File: src/shared/src_pkg.sv
// Package for the stepper run controller: offsets, fields, types
package src_pkg;
  localparam logic [7:0] ADDR_RAMP_SETUP = 8'h24;
  localparam logic [7:0] ADDR_REV_WAIT = 8'h25;
  localparam logic [7:0] ADDR_CMD = 8'h26;
  localparam logic [7:0] ADDR_PARAM_LO = 8'h0E;
  localparam logic [7:0] ADDR_CW_STEP_L = 8'h1A;
  localparam logic [7:0] ADDR_CW_TURN_L = 8'h1E;
  localparam logic [7:0] ADDR_CCW_STEP_L = 8'h1C;
  localparam logic [7:0] ADDR_CCW_TURN_L = 8'h20;
  localparam int CMD_START_BIT = 7;
  localparam int CMD_HARD_BIT = 5;
  localparam int CMD_CONT_BIT = 4;
  localparam int RAMP_UP_BIT = 5;
  localparam int RAMP_DOWN_BIT = 4;
  localparam logic [7:0] CMD_WRITE_MASK = 8'hBF;
  localparam logic [7:0] RAMP_WRITE_MASK = 8'h3F;
  localparam logic [7:0] REG_RESET = 8'h00;
  localparam logic [1:0] COIL_CW_FIRST = 2'h0;
  localparam logic [1:0] COIL_CCW_FIRST = 2'h3;
  localparam longint CLK_HZ = 125000000;
  localparam longint TICK_S = 1;
  localparam longint TICK_CYCLES = CLK_HZ * TICK_S;
  localparam logic [1:0] TGT_STEPS = 2'h0;
  localparam logic [1:0] TGT_TURNS = 2'h1;
  localparam logic [1:0] DIR_CW = 2'h0;
  localparam logic [1:0] DIR_CCW = 2'h1;
  localparam logic [1:0] DIR_CW_CCW = 2'h2;
  localparam logic [1:0] DIR_CCW_CW = 2'h3;

  typedef struct packed {
    logic start;
    logic rsvd;
    logic hard;
    logic cont;
    logic [1:0] target;
    logic [1:0] dir;
  } src_cmd_t;

  typedef struct packed {
    logic wr;
    logic [7:0] addr;
    logic [7:0] data;
  } src_wr_t;

  typedef struct packed {
    logic [15:0] cw_steps;
    logic [15:0] cw_turns;
    logic [15:0] ccw_steps;
    logic [15:0] ccw_turns;
  } src_counts_t;

  typedef enum logic [2:0] {
    ST_IDLE, ST_RAMP_UP, ST_CRUISE, ST_RAMP_DOWN, ST_REV_WAIT
  } src_state_t;
endpackage

File: src/logic/src_sec_tick.sv
// One-second tick divider and reversal wait counter
`timescale 1ns/1ns
`default_nettype none
module src_sec_tick #(
  parameter longint TICK_CYCLES = src_pkg::TICK_CYCLES
) (
  input wire logic clk,
  input wire logic rst_n,
  input wire logic load,
  input wire logic [7:0] seconds,
  output logic done
);
  import src_pkg::*;
  logic [31:0] div_q;
  logic [7:0] left_q;
  logic busy_q;
  wire logic tick = (div_q == 32'(TICK_CYCLES - 1));

  always_ff @(posedge clk or negedge rst_n) begin
    if (!rst_n) begin
      div_q <= 32'h0000_0000;
    end else if (load || tick) begin
      div_q <= 32'h0000_0000;
    end else begin
      div_q <= div_q + 32'h0000_0001;
    end
  end

  always_ff @(posedge clk or negedge rst_n) begin
    if (!rst_n) begin
      left_q <= 8'h00;
      busy_q <= 1'b0;
      done <= 1'b0;
    end else begin
      done <= 1'b0;
      if (load) begin
        left_q <= seconds;
        busy_q <= 1'b1;
      end else if (busy_q) begin
        if (left_q == 8'h00) begin
          busy_q <= 1'b0;
          done <= 1'b1;
        end else if (tick) begin
          left_q <= left_q - 8'h01;
        end
      end
    end
  end

  property p_zero_wait;
    @(posedge clk) disable iff (!rst_n)
      (load && seconds == 8'h00) |-> ##2 done;
  endproperty
  a_zero_wait: assert property (p_zero_wait)
    else $error("zero wait late");
endmodule
`default_nettype wire

File: src/logic/src_coil_track.sv
// Coil position tracker for run resume
`timescale 1ns/1ns
`default_nettype none
module src_coil_track (
  input wire logic clk,
  input wire logic rst_n,
  input wire logic start,
  input wire logic ccw,
  input wire logic advance,
  output logic [1:0] coil,
  output logic ref_step
);
  import src_pkg::*;
  logic seen_q;

  always_ff @(posedge clk or negedge rst_n) begin
    if (!rst_n) begin
      seen_q <= 1'b0;
      coil <= COIL_CW_FIRST;
      ref_step <= 1'b0;
    end else begin
      if (start) begin
        seen_q <= 1'b1;
        ref_step <= !seen_q;
        if (!seen_q) begin
          coil <= ccw ? COIL_CCW_FIRST : COIL_CW_FIRST;
        end
      end else if (advance) begin
        ref_step <= 1'b0;
        coil <= ccw ? coil - 2'h1 : coil + 2'h1;
      end
    end
  end

  property p_resume;
    @(posedge clk) disable iff (!rst_n)
      (start && seen_q) |=> (coil == $past(coil));
  endproperty
  a_resume: assert property (p_resume) else $error("coil not resumed");
endmodule
`default_nettype wire

File: src/logic/src_run_ctrl.sv
// Stepper run controller top: registers, run machine, stop handling
`timescale 1ns/1ns
`default_nettype none
module src_run_ctrl #(
  parameter longint TICK_CYCLES = src_pkg::TICK_CYCLES
) (
  input wire logic clk,
  input wire logic rst_n,
  input wire src_pkg::src_wr_t reg_wr,
  input wire logic [7:0] reg_rd_addr,
  input wire src_pkg::src_counts_t counts,
  input wire logic step_pulse,
  input wire logic turn_pulse,
  input wire logic ramp_up_done,
  input wire logic ramp_down_done,
  input wire logic irq_stop,
  input wire logic irq_reverse,
  output logic [7:0] reg_rd_data,
  output logic run_active,
  output logic run_ccw,
  output logic ramping_up,
  output logic ramping_down,
  output logic params_locked,
  output logic [1:0] coil_index,
  output logic ref_step_out
);
  import src_pkg::*;

  src_cmd_t cmd_q;
  logic [7:0] rev_wait_q;
  logic [7:0] ramp_q;
  src_state_t state_q;
  logic ccw_q;
  logic second_leg_q;
  logic [15:0] step_left_q;
  logic [15:0] turn_left_q;
  logic irq_stop_q;
  logic irq_rev_q;
  logic wait_load_q;
  logic rev_is_irq_q;
  logic wait_done;
  logic [1:0] coil;
  logic ref_step;

  function automatic logic counts_ok(input logic [1:0] tgt,
                                     input logic [15:0] s,
                                     input logic [15:0] r);
    if (tgt == TGT_STEPS) begin
      counts_ok = (s != 16'h0000);
    end else if (tgt == TGT_TURNS) begin
      counts_ok = (r != 16'h0000);
    end else begin
      counts_ok = (s != 16'h0000) || (r != 16'h0000);
    end
  endfunction

  function automatic logic job_ok(input src_cmd_t c, input src_counts_t n);
    logic cw_ok;
    logic ccw_ok;
    cw_ok = counts_ok(c.target, n.cw_steps, n.cw_turns);
    ccw_ok = counts_ok(c.target, n.ccw_steps, n.ccw_turns);
    unique case (c.dir)
      DIR_CW: job_ok = cw_ok;
      DIR_CCW: job_ok = ccw_ok;
      default: job_ok = cw_ok && ccw_ok;
    endcase
  endfunction

  wire logic running = (state_q != ST_IDLE);
  wire logic cmd_wr = reg_wr.wr && (reg_wr.addr == ADDR_CMD);
  wire logic start_req = cmd_wr && reg_wr.data[CMD_START_BIT] && !running;
  wire logic stop_req = cmd_wr && !reg_wr.data[CMD_START_BIT] && running;
  wire src_cmd_t new_cmd = src_cmd_t'(reg_wr.data & CMD_WRITE_MASK);
  wire logic start_ok = start_req && job_ok(new_cmd, counts);
  wire logic start_ccw = (new_cmd.dir == DIR_CCW) ||
                         (new_cmd.dir == DIR_CCW_CW);
  wire logic reversal_dir = cmd_q.dir[1];
  wire logic in_ramp = (state_q == ST_RAMP_UP) || (state_q == ST_RAMP_DOWN);
  wire logic cruise = (state_q == ST_CRUISE);
  wire logic use_steps = (cmd_q.target != TGT_TURNS);
  wire logic use_turns = (cmd_q.target != TGT_STEPS);
  wire logic step_cnt = step_pulse && !ref_step &&
                        (state_q != ST_REV_WAIT);
  wire logic steps_zero = !use_steps || (step_left_q == 16'h0000);
  wire logic turns_zero = !use_turns || (turn_left_q == 16'h0000);
  wire logic leg_end = running && (state_q != ST_REV_WAIT) &&
                       steps_zero && turns_zero;
  wire logic leg_next_ccw = !ccw_q;

  function automatic logic [15:0] pick(input logic ccw,
                                       input logic [15:0] a,
                                       input logic [15:0] b);
    pick = ccw ? b : a;
  endfunction

  // Register writes
  always_ff @(posedge clk or negedge rst_n) begin
    if (!rst_n) begin
      rev_wait_q <= REG_RESET;
      ramp_q <= REG_RESET;
    end else if (reg_wr.wr && !running) begin
      if (reg_wr.addr == ADDR_REV_WAIT) begin
        rev_wait_q <= reg_wr.data;
      end
      if (reg_wr.addr == ADDR_RAMP_SETUP) begin
        ramp_q <= reg_wr.data & RAMP_WRITE_MASK;
      end
    end
  end

  always_ff @(posedge clk or negedge rst_n) begin
    if (!rst_n) begin
      cmd_q <= src_cmd_t'(REG_RESET);
    end else if (cmd_wr && !running) begin
      cmd_q <= new_cmd;
      cmd_q.start <= start_ok;
    end else if (!running) begin
      cmd_q.start <= 1'b0;
    end else begin
      cmd_q.start <= 1'b1;
    end
  end

  // Interrupts latched during ramps and reversal wait
  always_ff @(posedge clk or negedge rst_n) begin
    if (!rst_n) begin
      irq_stop_q <= 1'b0;
      irq_rev_q <= 1'b0;
    end else if (!running) begin
      irq_stop_q <= 1'b0;
      irq_rev_q <= 1'b0;
    end else if (cruise) begin
      irq_stop_q <= 1'b0;
      irq_rev_q <= 1'b0;
    end else begin
      irq_stop_q <= irq_stop_q || irq_stop;
      irq_rev_q <= irq_rev_q || irq_reverse;
    end
  end

  wire logic act_stop = cruise && (irq_stop || irq_stop_q);
  wire logic act_rev = cruise && (irq_reverse || irq_rev_q);

  // Run state machine
  always_ff @(posedge clk or negedge rst_n) begin
    if (!rst_n) begin
      state_q <= ST_IDLE;
      wait_load_q <= 1'b0;
      rev_is_irq_q <= 1'b0;
    end else begin
      wait_load_q <= 1'b0;
      unique case (state_q)
        ST_IDLE: begin
          if (start_ok) begin
            state_q <= ramp_q[RAMP_UP_BIT] ? ST_RAMP_UP : ST_CRUISE;
          end
        end
        ST_RAMP_UP: begin
          if (stop_req) begin
            if (cmd_q.hard) begin
              state_q <= ST_IDLE;
            end else if (ramp_q[RAMP_DOWN_BIT]) begin
              state_q <= ST_RAMP_DOWN;
            end else begin
              state_q <= ST_IDLE;
            end
          end else if (leg_end) begin
            state_q <= ST_IDLE;
          end else if (ramp_up_done) begin
            state_q <= ST_CRUISE;
          end
        end
        ST_CRUISE: begin
          if (stop_req) begin
            state_q <= (ramp_q[RAMP_DOWN_BIT] && !cmd_q.hard) ?
                       ST_RAMP_DOWN : ST_IDLE;
          end else if (act_stop) begin
            state_q <= ramp_q[RAMP_DOWN_BIT] ? ST_RAMP_DOWN : ST_IDLE;
          end else if (act_rev || (leg_end && (reversal_dir &&
                       (!second_leg_q || cmd_q.cont)))) begin
            state_q <= ST_REV_WAIT;
            wait_load_q <= 1'b1;
            rev_is_irq_q <= act_rev;
          end else if (leg_end && cmd_q.cont) begin
            state_q <= ST_CRUISE;
          end else if (leg_end) begin
            state_q <= ST_IDLE;
          end
        end
        ST_RAMP_DOWN: begin
          if (stop_req && cmd_q.hard) begin
            state_q <= ST_IDLE;
          end else if (ramp_down_done || leg_end) begin
            state_q <= ST_IDLE;
          end
        end
        ST_REV_WAIT: begin
          if (stop_req) begin
            state_q <= ST_IDLE;
          end else if (wait_done) begin
            state_q <= ramp_q[RAMP_UP_BIT] ? ST_RAMP_UP : ST_CRUISE;
          end
        end
      endcase
    end
  end

  // Leg direction and counters
  always_ff @(posedge clk or negedge rst_n) begin
    if (!rst_n) begin
      ccw_q <= 1'b0;
      second_leg_q <= 1'b0;
      step_left_q <= 16'h0000;
      turn_left_q <= 16'h0000;
    end else if (start_ok) begin
      ccw_q <= start_ccw;
      second_leg_q <= 1'b0;
      step_left_q <= pick(start_ccw, counts.cw_steps, counts.ccw_steps);
      turn_left_q <= pick(start_ccw, counts.cw_turns, counts.ccw_turns);
    end else if (state_q == ST_REV_WAIT && wait_done) begin
      ccw_q <= leg_next_ccw;
      second_leg_q <= rev_is_irq_q ? second_leg_q : !second_leg_q;
      step_left_q <= pick(leg_next_ccw, counts.cw_steps, counts.ccw_steps);
      turn_left_q <= pick(leg_next_ccw, counts.cw_turns, counts.ccw_turns);
    end else if (cruise && leg_end && cmd_q.cont && !reversal_dir) begin
      step_left_q <= pick(ccw_q, counts.cw_steps, counts.ccw_steps);
      turn_left_q <= pick(ccw_q, counts.cw_turns, counts.ccw_turns);
    end else begin
      if (step_cnt && use_steps && step_left_q != 16'h0000) begin
        step_left_q <= step_left_q - 16'h0001;
      end else if (turn_pulse && turns_zero == 1'b0 && steps_zero) begin
        turn_left_q <= turn_left_q - 16'h0001;
      end
    end
  end

  // Read mux and status outputs
  always_ff @(posedge clk or negedge rst_n) begin
    if (!rst_n) begin
      reg_rd_data <= 8'h00;
      run_active <= 1'b0;
      run_ccw <= 1'b0;
      ramping_up <= 1'b0;
      ramping_down <= 1'b0;
      params_locked <= 1'b0;
    end else begin
      unique case (reg_rd_addr)
        ADDR_CMD: reg_rd_data <= cmd_q;
        ADDR_REV_WAIT: reg_rd_data <= rev_wait_q;
        ADDR_RAMP_SETUP: reg_rd_data <= ramp_q;
        default: reg_rd_data <= 8'h00;
      endcase
      run_active <= running && (state_q != ST_REV_WAIT);
      run_ccw <= ccw_q;
      ramping_up <= (state_q == ST_RAMP_UP);
      ramping_down <= (state_q == ST_RAMP_DOWN);
      params_locked <= running;
    end
  end

  assign coil_index = coil;
  assign ref_step_out = ref_step;

  src_sec_tick #(
    .TICK_CYCLES(TICK_CYCLES)
  ) u_tick (
    .clk(clk),
    .rst_n(rst_n),
    .load(wait_load_q),
    .seconds(rev_wait_q),
    .done(wait_done)
  );

  src_coil_track u_coil (
    .clk(clk),
    .rst_n(rst_n),
    .start(start_ok),
    .ccw(start_req ? start_ccw : ccw_q),
    .advance(step_pulse && running),
    .coil(coil),
    .ref_step(ref_step)
  );

  property p_restart_ignored;
    @(posedge clk) disable iff (!rst_n)
      (cmd_wr && running) |=> (cmd_q[6:0] == $past(cmd_q[6:0]));
  endproperty
  a_restart_ignored: assert property (p_restart_ignored)
    else $error("bits changed");

  property p_start_bit;
    @(posedge clk) disable iff (!rst_n)
      running |=> (cmd_q.start == $past(running));
  endproperty
  a_start_bit: assert property (p_start_bit)
    else $error("start bit wrong");

  property p_hard_rampup;
    @(posedge clk) disable iff (!rst_n)
      (state_q == ST_RAMP_UP && stop_req && cmd_q.hard) |=> state_q == ST_IDLE;
  endproperty
  a_hard_rampup: assert property (p_hard_rampup)
    else $error("no hard stop");

  property p_soft_rampup;
    @(posedge clk) disable iff (!rst_n)
      (state_q == ST_RAMP_UP && stop_req && !cmd_q.hard &&
       ramp_q[RAMP_DOWN_BIT]) |=> state_q == ST_RAMP_DOWN;
  endproperty
  a_soft_rampup: assert property (p_soft_rampup)
    else $error("no ramp down");

  property p_rampdown_soft;
    @(posedge clk) disable iff (!rst_n)
      (state_q == ST_RAMP_DOWN && stop_req && !cmd_q.hard &&
       !ramp_down_done && !leg_end) |=> state_q == ST_RAMP_DOWN;
  endproperty
  a_rampdown_soft: assert property (p_rampdown_soft)
    else $error("ramp aborted");

  property p_irq_blocked;
    @(posedge clk) disable iff (!rst_n)
      (state_q == ST_RAMP_UP && irq_stop && !stop_req && !leg_end)
        |=> state_q != ST_IDLE;
  endproperty
  a_irq_blocked: assert property (p_irq_blocked)
    else $error("irq in ramp");

  property p_irq_latched;
    @(posedge clk) disable iff (!rst_n)
      (in_ramp && irq_stop) |=> (irq_stop_q || !in_ramp);
  endproperty
  a_irq_latched: assert property (p_irq_latched)
    else $error("irq lost");

  property p_bad_job;
    @(posedge clk) disable iff (!rst_n)
      (start_req && !job_ok(new_cmd, counts)) |=> state_q == ST_IDLE;
  endproperty
  a_bad_job: assert property (p_bad_job)
    else $error("bad job ran");

  property p_idle_stop;
    @(posedge clk) disable iff (!rst_n)
      (!running && !start_req) |=> !cmd_q.start;
  endproperty
  a_idle_stop: assert property (p_idle_stop)
    else $error("start bit set");
endmodule
`default_nettype wire

File: config.mk
export PLATFORM = sky130hd
export DESIGN_NAME = src_run_ctrl
export DESIGN_NICKNAME = d
export VERILOG_FILES = /design/src/shared/src_pkg.sv /design/src/logic/src_sec_tick.sv /design/src/logic/src_coil_track.sv /design/src/logic/src_run_ctrl.sv
export SDC_FILE = /design/constraint.sdc
export NUM_CORES = 1
export LEC_CHECK = 0
export BUFFER_PORTS_ARGS = -buffer_cell sky130_fd_sc_hd__buf_2
export CAP_MARGIN = 25
export CORE_AREA = 2 2 179 111
export DETAILED_ROUTE_END_ITERATION = 16
export DIE_AREA = 0 0 181 113
export GPL_TIMING_DRIVEN = 0
export PLACE_DENSITY_LB_ADDON = 0.1
export RECOVER_POWER = 25
export SLEW_MARGIN = 20
export SYNTH_ARGS = -nofsm -noshare
export SYNTH_HDL_FRONTEND = slang
export SYNTH_SLANG_ARGS = --single-unit
File: constraint.sdc
create_clock -name clk -period 6 [get_ports clk]
set_input_delay 1.2 -clock clk [delete_from_list [all_inputs] [get_ports clk]]
set_output_delay 1.2 -clock clk [all_outputs]
set_load 0.02 [all_outputs]
Word level (Yosys, flattened, before mapping)
Index checks and enable logic that the tools add are counted.
- bitwise operators: 3
- add/subtract/negate cells: 6
- multiplexer cells: 73
- reductions and logical operators: 78
- equality and inequality tests: 25
- operator list (cell ; count):
    16-bit two-way mux ; 15
    16-bit nonzero test ; 5
    8-bit by 6-bit == test with 1-bit output (second input constant) ; 6
    3-bit two-way mux ; 13
    32-bit by 1-bit adder with 32-bit output (second input constant) ; 1
    32-bit by 27-bit == test with 1-bit output (second input constant) ; 1
    16-bit logical NOT ; 2
    32-bit two-way mux ; 1
    8-bit two-way mux ; 4
    16-bit by 1-bit subtractor with 16-bit output (second input constant) ; 2
    1-bit logical AND ; 30
    1-bit two-way mux ; 28
    8-bit case mux with 3 select lines ; 1
    2-bit two-way mux ; 9
    3-bit case mux with 5 select lines ; 1
    1-bit logical OR ; 11
    1-bit logical NOT ; 10
    2-bit AND reduction ; 5
    2-bit nonzero test ; 5
    8-bit logical NOT ; 1
    4-bit inequality test (second input constant) ; 2
    4-bit nonzero test ; 2
    8-bit by 1-bit subtractor with 8-bit output (second input constant) ; 1
    3-bit by 2-bit == test with 1-bit output (second input constant) ; 2
    19 further kinds ; 27
- flip-flop bits (word level): 121
- output and inout bits: 16
- logic and storage cells: 214

Logic depth before layout (Yosys ltp)
- depth in word-level cells: 11
- depth in mapped cells: 12

Cells and area by module
A second synthesis with hierarchy kept.
- cells, all modules: 816
- area total of the unflattened synthesis: 7512.2 um2
- by module, submodules not included (module ; cells each ; times used ; area each (um2)):
    src_run_ctrl ; 564 ; 1 ; 5094.9
    src_sec_tick ; 230 ; 1 ; 2199.6
    src_coil_track ; 22 ; 1 ; 217.7

Least setup slack after synthesis
Ideal clock, no wire load.
- path type: in2reg
- start point: input reg_wr[11] in the netlist's numbering
- end point: register state_q[1]
- library setup time: 0.125 ns
- slack: 2.793 ns
- path buffers: 0
- stages on the path: 7
- arrival time: 3.082 ns
- required time: 5.875 ns
- cell sequence: or3b_2 nor4_2 a21oi_1 a21oi_1 a21oi_1 a211oi_1 mux2_2
- word-level cells in the longest chain between the ends: 7
- ends and longest elaborated chain (item ; line ; text):
    start, declared ; src_run_ctrl.sv:9 ; input wire src_pkg::src_wr_t reg_wr,
    8-bit by 6-bit == test with 1-bit output (*) ; src_run_ctrl.sv:70 ; wire logic cmd_wr = reg_wr.wr && (reg_wr.addr == ADDR_CMD);
    1-bit logical AND (*) ; src_run_ctrl.sv:70 ;
    1-bit logical AND (on tied branches) (2 in a row) ; src_run_ctrl.sv:72, src_run_ctrl.sv:71 ;
    1-bit logical AND (on tied branches) ; src_run_ctrl.sv:191, src_run_ctrl.sv:74 ;
    3-bit inequality test (no source line), or another cell as far along ; n/a ;
    5-bit AND reduction (no source line) or 3-bit case mux with 5 select lines (tied branches) ; n/a ;
    end signal, assigned ; src_run_ctrl.sv:175 ; state_q <= (ramp_q[RAMP_DOWN_BIT] && !cmd_q.hard) ?
    end signal, assigned ; src_run_ctrl.sv:178 ; state_q <= ramp_q[RAMP_DOWN_BIT] ? ST_RAMP_DOWN : ST_IDLE;
    end signal, assigned ; src_run_ctrl.sv:201 ; state_q <= ramp_q[RAMP_UP_BIT] ? ST_RAMP_UP : ST_CRUISE;
    end, declared ; src_run_ctrl.sv:32 ; src_state_t state_q;
Mark *: on every way between the ends. The rest lies on a longest branch, timed or not.
A chain may end at the register's enable or synchronous reset.

Worst setup path in the final report
- start point: input counts[60] in the netlist's numbering
- end point: register turn_left_q[15]
- word-level cells in the longest chain between the ends: 9
- ends and longest elaborated chain (item ; line ; text):
    start, declared ; src_run_ctrl.sv:11 ; input wire src_pkg::src_counts_t counts,
    16-bit nonzero test (*) ; src_run_ctrl.sv:49, src_run_ctrl.sv:53 ;
    1-bit logical OR ; src_run_ctrl.sv:53 ; counts_ok = (s != 16'h0000) || (r != 16'h0000);
    1-bit two-way mux ; src_run_ctrl.sv:50 ; end else if (tgt == TGT_TURNS) begin
    1-bit two-way mux (*) ; src_run_ctrl.sv:48 ; if (tgt == TGT_STEPS) begin
    1-bit logical AND ; src_run_ctrl.sv:65 ; default: job_ok = cw_ok && ccw_ok;
    1-bit case mux with 2 select lines (*) ; src_run_ctrl.sv:62 ; unique case (c.dir)
    1-bit logical AND (*) ; src_run_ctrl.sv:74 ; wire logic start_ok = start_req && job_ok(new_cmd, counts);
    4-bit inequality test (no source line) or 4-bit nonzero test (tied branches) ; n/a ;
    2-bit AND reduction (no source line) ; n/a ;
    end signal, assigned ; src_run_ctrl.sv:219 ; turn_left_q <= pick(start_ccw, counts.cw_turns, counts.ccw_turns);
    end signal, assigned ; src_run_ctrl.sv:224 ; turn_left_q <= pick(leg_next_ccw, counts.cw_turns, counts.ccw_turns);
    end signal, assigned ; src_run_ctrl.sv:227 ; turn_left_q <= pick(ccw_q, counts.cw_turns, counts.ccw_turns);
    end, declared ; src_run_ctrl.sv:36 ; logic [15:0] turn_left_q;
Marks and branches as above.

==> qor.yml <==
synthesis:
  yosys_warnings: 0
  ys_types: 77
  synth.ff_latch_count: 121
  yosysSeqAreaShare_pct: 41.18
  yosysTopAreaCellShare_pct: 41.18
  synth_area_leader_cell: "dfrtp_1"
  synth_cells: 816
  synth_nets: 917
  async_flop_share_pct: 100.0
  synth_edf_count: 0
  synth_area_sq_um: 7352
  syn_area_per_cell_sq_um: 9.010
  synth_area_leaders: "dfrtp_1 41%, nor2_1 5.2%, mux2i_1 4.4%"
  synth_flop_cell: "dfrtp_1"
global_route:
  grt_pass1_wl_um: 35890
  grt-ovfl-total: 0
  grt_usage_pct: 22.84
  antenna_found_initial: 1
  grt_max_degree: 86
  grt_pass1_vias: 6226
sta:
  tightest_slew_ns: 2.370
  fin_crit_ns: 3.867
  fin_setup_tns_ns: 0
  hold_viol: 0
  fmax_mhz: 258.6
  setup_slack_ns: 2.133
  finalSetupViolCount: 0
  max_slew_margin_pct: -57.97
  rsz0062_at_grt: "no"
  drv_slew: 37
  period_share_pct: 64.45
  finClkSkew_ns: 0.01574
detailed_routing:
  drt_pre_antenna_iters: 5
  first_iter_violations: 589
  drc: 0
  drtAntennaViolNets: 0
  vias: 6803
  routed_wirelength_um: 22900
  wl_per_cell_um: 19.07
  vias_per_cell: 5.664
clock_network:
  cts_resized: 0
  cts_root_buf: "clkbuf_16"
  clock_sinks: 121
  cts.path.max_buffers: 2
  cts_setup_buffers: 0
  cts.clk_slew.worst_paths_ns: 0.06
  clock_latency_ns: 0.43
  htreeDepth: 4
  hold_buffers: 0
  numCtsBuffers: 17
  cts_tree: "built"
worst_setup_path:
  r2r_slack_ns: 2.43
  worst_setup_path_start_kind: "input port"
  critPathSlowestCell: "clkbuf_1"
  crit_family: "buffers and inverters"
  reg2reg_from: "state_q[1]"
  timing.rr.end: "step_left_q[12]"
  max_stage_delay_ns: 0.59
  worst_ep_required_time_ns: 6.26
  path_buf_inv: 3
  crit_chain: "buf_2 -> nor4_1 -> nand4_1 -> a21oi_1 -> nor2_1 -> o21ai_0 -> a21o_1 -> clkbuf_1 -> clkbuf_1 -> a31oi_1"
  worstPathMaxFanout: 10
  r2r_cells: 8
  critical_path_arrival_ns: 4.13
  crit_type: "in -> reg"
  cpMostUsedCell: "clkbuf_1"
  crit_path_end_kind: "register"
layout:
  multiInputGateArea_sq_um: 4088
  nNetsFinal: 1047
  area.sequential_sq_um: 3028
  drive_above_1_share_pct: 18.53
  diodes: 0
  area_growth_pct: 19.16
  fillers: 1847
  design_area_sq_um: 8761
floorplan:
  coreArea_sq_um: 18740
  start_util_pct: 39.24
  ios: 113
  die_area_sq_um: 20450
  num_rows: 39
  dieWidth_um: 181
  die_h_um: 113
power:
  p_leak_nw: 3.902
  power.switching_w: 0.001076
  combPwrFrac_pct: 31.1
  ir_worst_vdd_uv: 209.6
  p_int_w: 0.001964
  p_per_area_nw_per_um2: 347.0
  clockPowerShare_pct: 31.4
  p_sw_share_pct: 35.41
  p_seq_share_pct: 37.5
placement:
  io_buffer_count: 110
  place_area_sq_um: 8248
  post-place-ws_ns: 1.812
  place_congestion: 0.8771
  place_hpwl_um: 17310
min_path:
  worstHoldStart: "ccw_q"
  whs_path_depth: 0
  hp-class: "reg -> reg"
  holdPathEnd: "run_ccw"
status:
  violations: "max-capacitance violations, max-slew violations"
  status: "complete, but fails checks"
flow_run:
  drv_cap: 1
[registers in the layout, indices dropped and copies added (netlist names), 2 cells and up]
signal         count
cmd_q              7
ramp_q             6
reg_rd_data        8
rev_wait_q         8
state_q            3
step_left_q       16
turn_left_q       16
u_coil.coil        2
u_tick.div_q      32
u_tick.left_q      8
[power groups by stage]
stage                     registers, W  clock network (W)  logic [W]
after floorplan                0.00112                  0   0.000665
final                          0.00114           0.000956   0.000944
after CTS                      0.00114           0.000970   0.000941
after global placement         0.00115                  0   0.000926
after global routing           0.00116            0.00100    0.00106
after detailed placement       0.00115                  0   0.000932
[cell type report]
cell class / instances / area share, %
Buffer: 36 / 1.871
Clock buffer: 24 / 5.498
Clock inverter: 4 / 0.5141
Inverter: 19 / 0.8141
Multi-Input combinational cell: 640 / 46.66
Sequential cell: 121 / 34.56
Tap cell: 246 / 3.513
Timing Repair Buffer: 111 / 6.570
[cells by family (layout without fill, tap and decap cells)]
| logic type | Yosys count | in the layout | synth area share (%) |
|---|---|---|---|
| and+or+nand+nor | 344 | 344 | 24.27 |
| AOI/OAI and AO/OA | 187 | 187 | 16.98 |
| DFF | 121 | 121 | 41.18 |
| xor gates and xnor gates | 55 | 55 | 6.552 |
| buffers and inverters | 55 | 194 | 3.217 |
| muxes | 50 | 50 | 7.114 |
| adders and majority gates | 4 | 4 | 0.6808 |
[metal layers]
layer / global-route usage [%] / routed length (um) / share of wire [%] / vias up
li1: - / - / - / 3270
met1: 37.75 / 12780 / 56 / 3268
met2: 27.49 / 8176 / 36 / 232
met3: 6.308 / 1615 / 7.1 / 31
met4: 6.612 / 317 / 1.4 / 2
met5: 0 / 13 / 0.057 / -
[how the worst max path moves through the flow]
stage / start / slack (ns) / end / cells after the start
floorplan: reg_wr[11] / 2.79 / state_q[1] / 7
global placement: counts[60] / 1.71 / turn_left_q[8] / 10
detailed placement: reg_wr[15] / 1.81 / step_left_q[4] / 8
CTS: reg_wr[15] / 2.27 / step_left_q[12] / 8
global route: counts[60] / 1.98 / turn_left_q[15] / 10
finish: counts[60] / 2.13 / turn_left_q[15] / 10
[metrics by stage]
stage | cells | util [%] | hold WS [ns] | power, W
6_report | 1201 | 46.75 | 0.4236 | 0.003040
3_5_place_dp | 1173 | 44.02 | 0.4170 | 0.002079
3_3_place_gp | 1172 | 43.82 | 0.4105 | 0.002078
2_1_floorplan | 816 | - | 0.3520 | 0.001790
5_1_grt | 1201 | 46.75 | 0.4478 | 0.003222
4_1_cts | 1201 | 46.83 | 0.4303 | 0.003048
[Yosys cell counts (3+ instances only)]
cell type  count
nor4_2         3
a222oi_1       3
and3_1        18
nor3b_1        4
nand4b_1       3
nand3_1       21
or3_1          3
buf_2          6
buf_1          5
inv_1         19
nor4_1        22
a21o_1         3
mux2i_1       32
and4_1         4
a221o_1        5
dfrtp_1      121
a21oi_1       52
nor4b_1        3
nand2_1       68
nor2b_1       17
ha_1           4
nor3_1        23
o211ai_1       5
nand4_1       13
clkbuf_1      22
a22oi_1        4
nor2_1       101
nand2b_1      13
a31oi_1       14
o21ai_0       41
mux2_2        18
o221ai_1      17
a211oi_1      16
and2_1         4
o22ai_1        3
xnor2_1       24
or4_1          5
xor2_1        31
[layout by cell type, fill, tap and decap left out, drive strengths merged, types with 3 or more instances in the layout]
cell type and instances:
nand4 14, and4 4, nand3 21, clkinv 3, a21o 4, ha 4
nand4b 3, a221o 5, nor4b 3, nand2b 13, nor2 102, nor3 24
or4b 3, and3 19, or4 6, nor3b 5, or2 3, or3 3
o21ai 41, dfrtp 121, o22ai 3, a211oi 16, xor2 31, mux2 18
a22oi 4, buf 122, xnor2 24, o221ai 18, nand2 68, mux2i 32
and2 4, clkbuf 49, inv 19, a222oi 3, or3b 3, nor4 25
o211ai 5, a31oi 14, nor2b 17, a21oi 52
Power figures use the tool's default switching activity.
